$ cat src/common/pmc_defines.vh
// Constants for the sequencing control register slice.
// Included by the serial slave and the register slice; holds definitions only.
`ifndef PMC_DEFINES_VH
`define PMC_DEFINES_VH

// ----------------------------------------
// Register offsets
// ----------------------------------------
`define PMC_OFS_CTRL2 8'h0E
`define PMC_OFS_CTRL3 8'h0F
`define PMC_OFS_BUCK1 8'h10

// ----------------------------------------
// Field positions
// ----------------------------------------
`define PMC_B_TMR1S 7
`define PMC_B_TMR5S 6
`define PMC_B_MEMVAL 5
`define PMC_B_DSREQ 4
`define PMC_B_B3OVR 3
`define PMC_B_HYST 2
`define PMC_B_EXTFB 7
`define PMC_B_RSVD 6

// ----------------------------------------
// Reset values
// ----------------------------------------
`define PMC_RST_CTRL2_HI 5'h01
`define PMC_RST_CTRL2_LO 3'h5
`define PMC_RST_CTRL3 8'h1F
`define PMC_RST_B1CODE 6'h3F

// ----------------------------------------
// Sequencing option codes
// ----------------------------------------
`define PMC_SEQ_BUCK_OPT 3'h4
`define PMC_SEQ_LIN_OPT 3'h7

// ----------------------------------------
// Lockout thresholds and hysteresis, mV
// ----------------------------------------
`define PMC_THR_00 13'h0AF0
`define PMC_THR_01 13'h0BB8
`define PMC_THR_10 13'h0C1C
`define PMC_THR_11 13'h0CB2
`define PMC_HYST_0 13'h0190
`define PMC_HYST_1 13'h01F4

// ----------------------------------------
// Voltage code mapping, mV
// ----------------------------------------
`define PMC_V_BASE_LO 13'h02D5
`define PMC_V_STEP_LO 13'h0019
`define PMC_V_BASE_HI 13'h060E
`define PMC_V_STEP_HI 13'h0032
`define PMC_V_SPLIT 6'h20

// ----------------------------------------
// Serial port
// ----------------------------------------
`define PMC_I2C_ADDR 7'h2A

`endif

$ cat src/pmc_sync.v
// Two flip-flop synchroniser for a bundle of unrelated levels.
// Assumes each bit is a slow level from outside the clock domain.
`timescale 1ns/1ps

module pmc_sync #(
    parameter W = 1,
    parameter [W-1:0] RST_VAL = {W{1'b0}}
) (
    // Clock and reset
    input wire ref_clk_in,
    input wire nrst_in,
    // Levels
    input wire [W-1:0] async_in,
    output reg [W-1:0] sync_out
);

reg [W-1:0] stage;

// First stage feeds only the second
always @(posedge ref_clk_in or negedge nrst_in) begin
    if (!nrst_in) begin
        stage <= RST_VAL;
        sync_out <= RST_VAL;
    end else begin
        stage <= async_in;
        sync_out <= stage;
    end
end

endmodule

$ cat src/pmc_i2c_slave.v
// Byte-level serial slave: pointer byte then data, auto-increment.
// Assumes scl and sda already synchronised; sda is open drain.
`timescale 1ns/1ps
`include "pmc_defines.vh"

module pmc_i2c_slave #(
    parameter [6:0] DEV_ADDR = `PMC_I2C_ADDR
) (
    // Clock and reset
    input wire ref_clk_in,
    input wire nrst_in,
    // Synchronised bus lines
    input wire scl_in,
    input wire sda_in,
    output reg sda_oe_out,
    // Register side
    output reg [7:0] ptr_out,
    output reg wr_stb_out,
    output reg [7:0] wr_addr_out,
    output reg [7:0] wr_data_out,
    input wire [7:0] rd_data_in
);

localparam ST_IDLE = 3'h0;
localparam ST_DEV = 3'h1;
localparam ST_ACK = 3'h2;
localparam ST_WR = 3'h3;
localparam ST_RD = 3'h4;
localparam ST_RACK = 3'h5;

reg [2:0] st;
reg [3:0] cnt;
reg [7:0] sh;
reg rw;
reg first;
reg scl_d;
reg sda_d;
wire scl_rise = scl_in & ~scl_d;
wire scl_fall = ~scl_in & scl_d;
wire start_c = scl_in & scl_d & sda_d & ~sda_in;
wire stop_c = scl_in & scl_d & ~sda_d & sda_in;

// Protocol engine; start and stop override any state
always @(posedge ref_clk_in or negedge nrst_in) begin
    if (!nrst_in) begin
        st <= ST_IDLE;
        cnt <= 4'h0;
        sh <= 8'h00;
        rw <= 1'b0;
        first <= 1'b0;
        scl_d <= 1'b1;
        sda_d <= 1'b1;
        sda_oe_out <= 1'b0;
        ptr_out <= 8'h00;
        wr_stb_out <= 1'b0;
        wr_addr_out <= 8'h00;
        wr_data_out <= 8'h00;
    end else begin
        scl_d <= scl_in;
        sda_d <= sda_in;
        wr_stb_out <= 1'b0;
        if (start_c) begin
            st <= ST_DEV;
            cnt <= 4'h0;
            first <= 1'b1;
            sda_oe_out <= 1'b0;
        end else if (stop_c) begin
            st <= ST_IDLE;
            sda_oe_out <= 1'b0;
        end else begin
            case (st)
                ST_DEV, ST_WR: begin
                    if (scl_rise) begin
                        sh <= {sh[6:0], sda_in};
                        cnt <= cnt + 4'h1;
                    end else if (scl_fall && cnt == 4'h8) begin
                        cnt <= 4'h0;
                        if (st == ST_DEV) begin
                            // Not our address: stay off the bus
                            if (sh[7:1] == DEV_ADDR) begin
                                rw <= sh[0];
                                sda_oe_out <= 1'b1;
                                st <= ST_ACK;
                            end else begin
                                st <= ST_IDLE;
                            end
                        end else begin
                            if (first) begin
                                ptr_out <= sh;
                                first <= 1'b0;
                            end else begin
                                wr_stb_out <= 1'b1;
                                wr_addr_out <= ptr_out;
                                wr_data_out <= sh;
                                ptr_out <= ptr_out + 8'h01;
                            end
                            sda_oe_out <= 1'b1;
                            st <= ST_ACK;
                        end
                    end
                end
                ST_ACK: begin
                    if (scl_fall) begin
                        cnt <= 4'h0;
                        if (rw) begin
                            sh <= rd_data_in;
                            sda_oe_out <= ~rd_data_in[7];
                            st <= ST_RD;
                        end else begin
                            sda_oe_out <= 1'b0;
                            st <= ST_WR;
                        end
                    end
                end
                ST_RD: begin
                    if (scl_fall) begin
                        cnt <= cnt + 4'h1;
                        if (cnt == 4'h7) begin
                            sda_oe_out <= 1'b0;
                            ptr_out <= ptr_out + 8'h01;
                            st <= ST_RACK;
                        end else begin
                            sda_oe_out <= ~sh[6];
                            sh <= {sh[6:0], 1'b0};
                        end
                    end
                end
                ST_RACK: begin
                    // Master nack ends the read
                    if (scl_rise && sda_in) begin
                        st <= ST_IDLE;
                    end else if (scl_fall) begin
                        cnt <= 4'h0;
                        sh <= rd_data_in;
                        sda_oe_out <= ~rd_data_in[7];
                        st <= ST_RD;
                    end
                end
                default: begin
                    st <= ST_IDLE;
                    sda_oe_out <= 1'b0;
                end
            endcase
        end
    end
end

endmodule

$ cat src/pmc_seq_regs.v
// Sequencing control registers, lockout comparator and rail gating.
// Assumes the sequencing engine, the rail ADC reading and the other
// option registers run on ref_clk_in; pins arrive asynchronously.
`timescale 1ns/1ps
`include "pmc_defines.vh"

module pmc_seq_regs #(
    parameter [6:0] DEV_ADDR = `PMC_I2C_ADDR
) (
    // Clock and reset
    input wire ref_clk_in,
    input wire nrst_in,
    // Serial pins
    input wire scl_in,
    input wire sda_in,
    output wire sda_out,
    output wire sda_oe_out,
    // Analog status and straps
    input wire bandgap_ok_in,
    input wire nvm_ext_fb_in,
    input wire buck3_enable_pin_in,
    input wire [12:0] system_rail_mv_in,
    // Sequencing engine
    input wire [2:0] buck_sequence_sel_in,
    input wire [2:0] linreg_sequence_sel_in,
    input wire [4:0] rail_req_in,
    input wire ext_reg_req_in,
    input wire power_good_in,
    // Rail controls
    output reg [4:0] rail_en_out,
    output reg external_regulator_pin_out,
    output reg power_good_out,
    output reg [4:0] discharge_out,
    output reg [2:0] forced_fixed_freq_out,
    // Converter settings
    output reg buck1_ext_fb_out,
    output reg [5:0] buck1_code_out,
    output reg [12:0] buck1_target_mv_out,
    // State
    output reg timer_1s_en_out,
    output reg timer_5s_en_out,
    output reg undervoltage_lockout_out,
    output reg item_a_out
);

// ----------------------------------------
// Reset release and input synchronisers
// ----------------------------------------
reg rst_s1;
reg rst_n;
always @(posedge ref_clk_in or negedge nrst_in) begin
    if (!nrst_in) begin
        rst_s1 <= 1'b0;
        rst_n <= 1'b0;
    end else begin
        rst_s1 <= 1'b1;
        rst_n <= rst_s1;
    end
end

wire [4:0] pins_s;
pmc_sync #(.W(5), .RST_VAL(5'h18)) u_sync (
    .ref_clk_in(ref_clk_in),
    .nrst_in(rst_n),
    .async_in({scl_in, sda_in, bandgap_ok_in, nvm_ext_fb_in,
        buck3_enable_pin_in}),
    .sync_out(pins_s)
);
wire scl_s = pins_s[4];
wire sda_s = pins_s[3];
wire bg_ok = pins_s[2];
wire nvm_fb = pins_s[1];
wire b3_pin = pins_s[0];

// ----------------------------------------
// Serial slave
// ----------------------------------------
wire [7:0] ptr;
wire wr_stb;
wire [7:0] wr_addr;
wire [7:0] wr_data;
reg [7:0] rd_data;

pmc_i2c_slave #(.DEV_ADDR(DEV_ADDR)) u_i2c (
    .ref_clk_in(ref_clk_in),
    .nrst_in(rst_n),
    .scl_in(scl_s),
    .sda_in(sda_s),
    .sda_oe_out(sda_oe_out),
    .ptr_out(ptr),
    .wr_stb_out(wr_stb),
    .wr_addr_out(wr_addr),
    .wr_data_out(wr_data),
    .rd_data_in(rd_data)
);

// Open drain: only ever pulls low
assign sda_out = 1'b0;

// ----------------------------------------
// Registers
// ----------------------------------------
reg [4:0] ctrl2_hi;     // Timers, memory valid, item_a, override
reg [2:0] ctrl2_lo;     // Hysteresis and threshold
reg [7:0] ctrl3;
reg b1_ext_fb;
reg [5:0] b1_code;
reg strap_done;

wire wr_c2 = wr_stb && (wr_addr == `PMC_OFS_CTRL2);
wire wr_c3 = wr_stb && (wr_addr == `PMC_OFS_CTRL3);
wire wr_b1 = wr_stb && (wr_addr == `PMC_OFS_BUCK1);
wire lockout = undervoltage_lockout_out;

// Lockout-domain bits; reload holds while locked, writes lose
always @(posedge ref_clk_in or negedge rst_n) begin
    if (!rst_n) begin
        ctrl2_hi <= `PMC_RST_CTRL2_HI;
        ctrl3 <= `PMC_RST_CTRL3;
        b1_ext_fb <= 1'b0;
        b1_code <= `PMC_RST_B1CODE;
        strap_done <= 1'b0;
    end else if (lockout || !strap_done) begin
        // Flag cleared so the host sees the power loss
        ctrl2_hi <= `PMC_RST_CTRL2_HI;
        ctrl3 <= `PMC_RST_CTRL3;
        b1_ext_fb <= nvm_fb;
        b1_code <= `PMC_RST_B1CODE;
        strap_done <= 1'b1;
    end else begin
        // Host write is the only way memory valid gets set
        if (wr_c2) begin
            ctrl2_hi <= wr_data[7:3];
        end
        if (wr_c3) begin
            ctrl3 <= wr_data;
        end
        if (wr_b1) begin
            b1_ext_fb <= wr_data[`PMC_B_EXTFB];
            b1_code <= wr_data[5:0];
        end
    end
end

// Threshold bits survive lockout; only a bandgap drop reloads them
always @(posedge ref_clk_in or negedge rst_n) begin
    if (!rst_n) begin
        ctrl2_lo <= `PMC_RST_CTRL2_LO;
    end else if (!bg_ok) begin
        ctrl2_lo <= `PMC_RST_CTRL2_LO;
    end else if (wr_c2) begin
        ctrl2_lo <= wr_data[2:0];
    end
end

// Read mux; reserved bit and unmapped offsets read zero
always @* begin
    case (ptr)
        `PMC_OFS_CTRL2: rd_data = {ctrl2_hi, ctrl2_lo};
        `PMC_OFS_CTRL3: rd_data = ctrl3;
        `PMC_OFS_BUCK1: rd_data = {b1_ext_fb, 1'b0, b1_code};
        default: rd_data = 8'h00;
    endcase
end

// ----------------------------------------
// Lockout comparator
// ----------------------------------------
reg [12:0] thr_mv;
reg [12:0] hyst_mv;
always @* begin
    case (ctrl2_lo[1:0])
        2'h0: thr_mv = `PMC_THR_00;
        2'h1: thr_mv = `PMC_THR_01;
        2'h2: thr_mv = `PMC_THR_10;
        default: thr_mv = `PMC_THR_11;
    endcase
    hyst_mv = ctrl2_lo[`PMC_B_HYST] ? `PMC_HYST_1 : `PMC_HYST_0;
end

// Start locked: no rail enable, external regulator pin or power good turns on until the rail is proven good
always @(posedge ref_clk_in or negedge rst_n) begin
    if (!rst_n) begin
        undervoltage_lockout_out <= 1'b1;
    end else if (undervoltage_lockout_out) begin
        if (bg_ok && system_rail_mv_in >= thr_mv + hyst_mv) begin
            undervoltage_lockout_out <= 1'b0;
        end
    end else if (!bg_ok || system_rail_mv_in < thr_mv) begin
        undervoltage_lockout_out <= 1'b1;
    end
end

// ----------------------------------------
// Rail gating
// ----------------------------------------
// Code to mV mapping; only the buck1 target uses it in this slice
function [12:0] code_to_mv;
    input [5:0] code;
    begin
        if (code < `PMC_V_SPLIT) begin
            code_to_mv = `PMC_V_BASE_LO + {7'h00, code} * `PMC_V_STEP_LO;
        end else begin
            code_to_mv = `PMC_V_BASE_HI +
                {7'h00, code - `PMC_V_SPLIT} * `PMC_V_STEP_HI;
        end
    end
endfunction

wire opt_match = (buck_sequence_sel_in == `PMC_SEQ_BUCK_OPT);
wire ds_c = ctrl2_hi[`PMC_B_DSREQ - 3] && opt_match &&
    (linreg_sequence_sel_in == `PMC_SEQ_LIN_OPT);
reg [4:0] next_rail;

// Rail order: [4] buck1, [3] buck2, [2] buck3, [1] lin1, [0] lin2
always @* begin
    next_rail = rail_req_in;
    if (opt_match) begin
        next_rail[2] = ctrl2_hi[`PMC_B_B3OVR - 3] ? rail_req_in[0] :
            b3_pin;
    end
    if (ds_c) begin
        next_rail = next_rail & 5'h08;
    end
    if (lockout) begin
        next_rail = 5'h00;
    end
end

// Registered outputs
always @(posedge ref_clk_in or negedge rst_n) begin
    if (!rst_n) begin
        rail_en_out <= 5'h00;
        external_regulator_pin_out <= 1'b0;
        power_good_out <= 1'b0;
        discharge_out <= 5'h00;
        forced_fixed_freq_out <= 3'h0;
        buck1_ext_fb_out <= 1'b0;
        buck1_code_out <= 6'h00;
        buck1_target_mv_out <= 13'h0000;
        timer_1s_en_out <= 1'b0;
        timer_5s_en_out <= 1'b0;
        item_a_out <= 1'b0;
    end else begin
        rail_en_out <= next_rail;
        external_regulator_pin_out <= ext_reg_req_in & ~lockout;
        power_good_out <= power_good_in & ~ds_c & ~lockout;
        discharge_out <= ctrl3[4:0] & ~next_rail;
        // [0] buck1, [1] buck2, [2] buck3
        forced_fixed_freq_out <= ctrl3[7:5];
        buck1_ext_fb_out <= b1_ext_fb;
        buck1_code_out <= b1_code;
        buck1_target_mv_out <= code_to_mv(b1_code);
        timer_1s_en_out <= ctrl2_hi[`PMC_B_TMR1S - 3];
        timer_5s_en_out <= ctrl2_hi[`PMC_B_TMR5S - 3];
        item_a_out <= ds_c;
    end
end

endmodule

$ cat config.mk
export PLATFORM = sky130hd
export DESIGN_NAME = pmc_seq_regs
export DESIGN_NICKNAME = d
export VERILOG_FILES = /design/src/pmc_sync.v /design/src/pmc_i2c_slave.v /design/src/pmc_seq_regs.v
export VERILOG_INCLUDE_DIRS = /design/src /design/src/common
export SDC_FILE = /design/constraint.sdc
export NUM_CORES = 1
export LEC_CHECK = 0
export ABC_AREA = 1
export ABC_CLOCK_PERIOD_IN_PS = 3500
export BUFFER_PORTS_ARGS = -buffer_cell sky130_fd_sc_hd__buf_2
export CAP_MARGIN = 5
export CORE_UTILIZATION = 33
export CTS_BUF_LIST = sky130_fd_sc_hd__clkbuf_4
export DETAILED_ROUTE_END_ITERATION = 6
export HOLD_SLACK_MARGIN = 0.05
export PLACE_DENSITY_LB_ADDON = 0.1
export SLEW_MARGIN = 20
export SYNTH_ARGS = -nofsm -noshare
export SYNTH_HDL_FRONTEND = slang
export SYNTH_SLANG_ARGS = --single-unit
export TNS_END_PERCENT = 20
$ cat constraint.sdc
create_clock -name ref_clk_in -period 3.5 [get_ports ref_clk_in]
set_input_delay 0.525 -clock ref_clk_in [delete_from_list [all_inputs] [get_ports ref_clk_in]]
set_output_delay 0.525 -clock ref_clk_in [all_outputs]
set_load 0.01 [all_outputs]
==> Flow_metrics.wiki <==
{| class="wikitable"
! Metric !! Value
|-
| Vias in the first global route || roughly 5800
|-
| Total net switching power || around 3.6 mW
|-
| Die W || 151.5 um
|-
| Most common cell in the synthesized netlist || sky130_fd_sc_hd__nand2_1
|-
| Max-capacitance violation count || 0
|-
| Asr flop ratio synth || 1.000
|-
| Final antenna-violating net count || 0
|-
| Proportion of total power due to net switching || 0.4846
|-
| Post-route DRC || 0
|-
| Die Span Y || 151.5 um
|-
| Final clock period utilization by the worst path || 0.8891
|-
| Internal portion of total power || between 3 and 4 mW
|-
| Clock Sink Count || 120
|-
| Clock skew || roughly 25 ps
|-
| Final setup violation count || 0
|-
| TritonCTS clock tree || built
|-
| Vias post-DR || 6024
|-
| Maximum number of pins on one net before global-route repair || 65
|-
| Layout-stage area growth over the synthesis result || 13.86%
|-
| Number of DRC violations after detailed-routing iteration 0 || 211
|-
| Number of flip-flops and latches in the synthesized netlist || 120
|-
| Placed Cells incl. Taps || 1264
|-
| Final Total Pwr || 7.334 mW
|-
| Final total negative setup slack || 0 ps
|-
| Quantity of gates resized following cts || 0
|-
| Final critical-path required period || 3112 ps
|-
| Initial antenna violation count || 1
|-
| Worst-margin pin slew || 723.9 ps
|-
| Data arrival time of the critical path || approximately 3500 ps
|-
| Capturing element type of the critical path || register
|-
| Synth area leader || sky130_fd_sc_hd__dfrtp_1
|-
| Path category of the worst min-delay check || input port to register
|-
| Power density over cell area || 873.5 nW/um2
|-
| Count of final hold-check violations || 0
|-
| Global-route wire length before repair || 30300 um
|-
| Result of the run || finished clean
|-
| Latest clock arrival within the worst-skew pair || 530 ps
|-
| Sequential-to-total area share from yosys stat || 0.4108
|-
| Top cells by area, synth || sky130_fd_sc_hd__dfrtp_1, sky130_fd_sc_hd__ha_1, sky130_fd_sc_hd__nand2_1
|-
| Maximum net fanout on the critical path || 8
|-
| Routed Wire Length || 18400 um
|-
| Number of nets in the layout || 1128
|-
| Global routing usage summed across all routing layers || 0.1723
|-
| Ranking of synthesized cells by instance count || sky130_fd_sc_hd__nand2_1, sky130_fd_sc_hd__inv_1, sky130_fd_sc_hd__dfrtp_1, sky130_fd_sc_hd__nor2_1, sky130_fd_sc_hd__ha_1
|-
| Most common flop cell mapped by yosys || sky130_fd_sc_hd__dfrtp_1
|-
| Total of buffers placed on input and output ports || 72
|-
| H-tree Lvls || 4
|-
| Via-per-instance ratio || 4.630
|-
| Slew Limit Headroom || 0.5174
|-
| Count of mapped cells out of synthesis || 913
|-
| Initial standard-cell utilization of the core || 0.3368
|-
| Site Rows || 54
|-
| Number of placed I/O pins || 74
|-
| Filler-free cell count of the finished design || 1301
|-
| Worst-case vdd ir drop || 0.3558 mV
|-
| Number of unique standard cell types used by synthesis || 46
|-
| Clock root buffer master || sky130_fd_sc_hd__clkbuf_4
|-
| RSZ-0062 raised after global routing || false
|-
| Fmax || 0.3214 GHz
|-
| Final weighted congestion of routability-driven global placement || 0.8253
|-
| Number of optimization iterations in the first detailed-route pass || 4
|-
| Category of the critical setup timing path || register to register
|-
| Clock buffer depth || 2
|-
| Top-area cell type share of the netlist area || 0.3360
|-
| Number of flops mapped to enable cells by yosys || 0
|-
| Number of filler cells placed in the layout || 2328
|-
| Warning count from the yosys run || 0
|-
| Die area || 22940 um2
|-
| Total core area || 21890 um2
|-
| Number of clock buffers inserted by TritonCTS || 17
|-
| Combinational cell fraction of total power || 0.598
|-
| Final max-slew violation count || 0
|-
| Leakage dissipation || roughly 4.3 nW
|-
| Average footprint of a synthesized cell || 8.076 um2
|-
| Fraction of final layout cells with drive strength greater than 1 || 0.1608
|-
| Mean routed wirelength per cell || 14.14 um
|-
| Part of the total power dissipated in the clock network || 0.126
|-
| Power share of the sequential group || 0.276
|-
| Synth Cell Area || 7373 um2
|-
| Post-CTS Setup Inserts || 0
|-
| Data required time of the worst path || 3920 ps
|-
| Kind of launch point of the worst setup path || register
|-
| Dpl hpwl || 14200 um
|-
| Clk pin slew, worst setup/hold paths || between 100 and 150 ps
|-
| GRT overflow || 0
|}
cell usage in the layout (no fill, tap or decap), types with 2 or more instances in the layout:
| cell type | n |
|---|---|
| sky130_fd_sc_hd__fa_1 | 2 |
| sky130_fd_sc_hd__or2_2 | 2 |
| sky130_fd_sc_hd__nand3_2 | 4 |
| sky130_fd_sc_hd__dfstp_2 | 21 |
| sky130_fd_sc_hd__ha_1 | 86 |
| sky130_fd_sc_hd__nor4_1 | 3 |
| sky130_fd_sc_hd__buf_2 | 72 |
| sky130_fd_sc_hd__inv_2 | 6 |
| sky130_fd_sc_hd__clkinvlp_4 | 3 |
| sky130_fd_sc_hd__a21o_1 | 2 |
| sky130_fd_sc_hd__nand2_2 | 4 |
| sky130_fd_sc_hd__clkinv_1 | 3 |
| sky130_fd_sc_hd__o21ai_0 | 69 |
| sky130_fd_sc_hd__conb_1 | 3 |
| sky130_fd_sc_hd__nand2_1 | 191 |
| sky130_fd_sc_hd__o21ai_1 | 12 |
| sky130_fd_sc_hd__a31oi_1 | 2 |
| sky130_fd_sc_hd__nor2_1 | 97 |
| sky130_fd_sc_hd__o31ai_1 | 3 |
| sky130_fd_sc_hd__clkbuf_4 | 19 |
| sky130_fd_sc_hd__nand2_4 | 2 |
| sky130_fd_sc_hd__nand4_1 | 12 |
| sky130_fd_sc_hd__clkinv_4 | 2 |
| sky130_fd_sc_hd__inv_1 | 128 |
| sky130_fd_sc_hd__o2111ai_1 | 3 |
| sky130_fd_sc_hd__nor3_1 | 9 |
| sky130_fd_sc_hd__clkinv_2 | 5 |
| sky130_fd_sc_hd__o21ai_2 | 8 |
| sky130_fd_sc_hd__a21oi_1 | 50 |
| sky130_fd_sc_hd__buf_4 | 6 |
| sky130_fd_sc_hd__nand3b_1 | 2 |
| sky130_fd_sc_hd__nor2_2 | 3 |
| sky130_fd_sc_hd__dfrtp_1 | 98 |
| sky130_fd_sc_hd__xor2_1 | 5 |
| sky130_fd_sc_hd__nand3_1 | 51 |
| sky130_fd_sc_hd__dlygate4sd3_1 | 4 |
| sky130_fd_sc_hd__o211ai_1 | 6 |
| sky130_fd_sc_hd__xnor2_1 | 9 |
per-layer routing:
metal / routed length, um / global-route usage / vias up
met5: 0 / 0 / -
met3: 486 / 0.03353 / 7
met1: 9046 / 0.2334 / 2775
li1: - / - / 3170
met4: 121 / 0.03250 / 0
met2: 8745 / 0.2854 / 72
flip-flops by register name (all words and copies together), names as in the netlist, 6 cells and up:
register             flops
u_i2c.wr_data_out        8
u_i2c.wr_addr_out        8
buck1_target_mv_out     13
u_i2c.sh                 8
ctrl3                    8
b1_code                  6
u_i2c.ptr_out            8
buck1_code_out           6
logic make-up after synthesis:
| kind of cell | Yosys count | share of synthesized area |
|---|---|---|
| and+or+nand+nor | 383 | 0.2223 |
| AOI/OAI and AO/OA | 160 | 0.1198 |
| buffers and inverters | 145 | 0.07653 |
| DFF | 120 | 0.4108 |
| adders and majority gates | 88 | 0.1514 |
| xor gates and xnor gates | 14 | 0.01663 |
| other | 2 | 0.001019 |
| muxes | 1 | 0.001527 |
per-stage QoR:
step / cell area, um2 / setup WS [ps] / utilization / hold slack [ps]
after floorplan: 7378 / 551.5 / - / 229.4
after global placement: 8104 / 399.6 / 0.3702 / 312.9
after detailed placement: 8104 / 379.6 / 0.3702 / 314.4
after CTS: 8383 / 378.4 / 0.3829 / 58.08
after global routing: 8396 / 113.6 / 0.3835 / 52.13
final: 8396 / 388.3 / 0.3835 / 107.7
critical path, cell delays in order, from the launching register on:
cell                      delay [ps]
sky130_fd_sc_hd__dfstp_2         630
sky130_fd_sc_hd__inv_1           140
sky130_fd_sc_hd__ha_1            370
sky130_fd_sc_hd__xnor2_1         150
sky130_fd_sc_hd__ha_1            170
sky130_fd_sc_hd__a21o_1          150
sky130_fd_sc_hd__ha_1            270
sky130_fd_sc_hd__ha_1            360
sky130_fd_sc_hd__nand2_1          90
sky130_fd_sc_hd__nor2_1          140
sky130_fd_sc_hd__nand2_1         110
sky130_fd_sc_hd__a21oi_1         200
sky130_fd_sc_hd__o21ai_0         100
sky130_fd_sc_hd__nand3_1          80
sky130_fd_sc_hd__nand2_1          50
cell type report:
class | instances | area, um2 | area share
multi-input combinational | 649 | 3784 | 0.4507
sequential | 120 | 3033 | 0.3613
inverter | 136 | 511.7 | 0.06095
timing repair buffer | 83 | 465.4 | 0.05544
tap | 280 | 350.3 | 0.04173
clock buffer | 19 | 142.6 | 0.01699
clock inverter | 13 | 106.4 | 0.01267
antenna | 1 | 2.502 | 0.0002981
power by group through the flow:
| stage | combinational (mW) | clock (mW) | sequential, mW |
|---|---|---|---|
| after CTS | 4.44 | 0.961 | 2.04 |
| after global placement | 4.45 | 0 | 2.06 |
| after detailed placement | 4.41 | 0 | 2.06 |
| after global routing | 5.10 | 1.03 | 2.07 |
| final | 4.39 | 0.922 | 2.03 |
| after floorplan | 3.23 | 0 | 2.08 |
timing repair:
item	in CTS	in global routing
endpoints found under the setup margin	0	0
hold buffers	3	1
endpoints found under the hold margin	4	1
final timing paths:
kind	from	endpoint	slack, ps	depth (start not counted)
setup / recovery	b1_code[2]$_DFFE_PN1P_	buck1_target_mv_out[9]$_DFF_PN0_	390	14
setup reg to reg	b1_code[2]$_DFFE_PN1P_	buck1_target_mv_out[9]$_DFF_PN0_	390	14
max in group asynchronous	rst_n$_DFF_PN0_	ctrl3[2]$_DFFE_PN1P_	2240	1
hold / removal	buck3_enable_pin_in	u_sync.stage[0]$_DFF_PN0_	110	1
hold reg to reg	u_sync.stage[1]$_DFF_PN0_	u_sync.sync_out[1]$_DFF_PN0_	360	0
min in group asynchronous	nrst_in	rst_n$_DFF_PN0_	280	2
No activity file was read; power rests on OpenSTA's default activity.
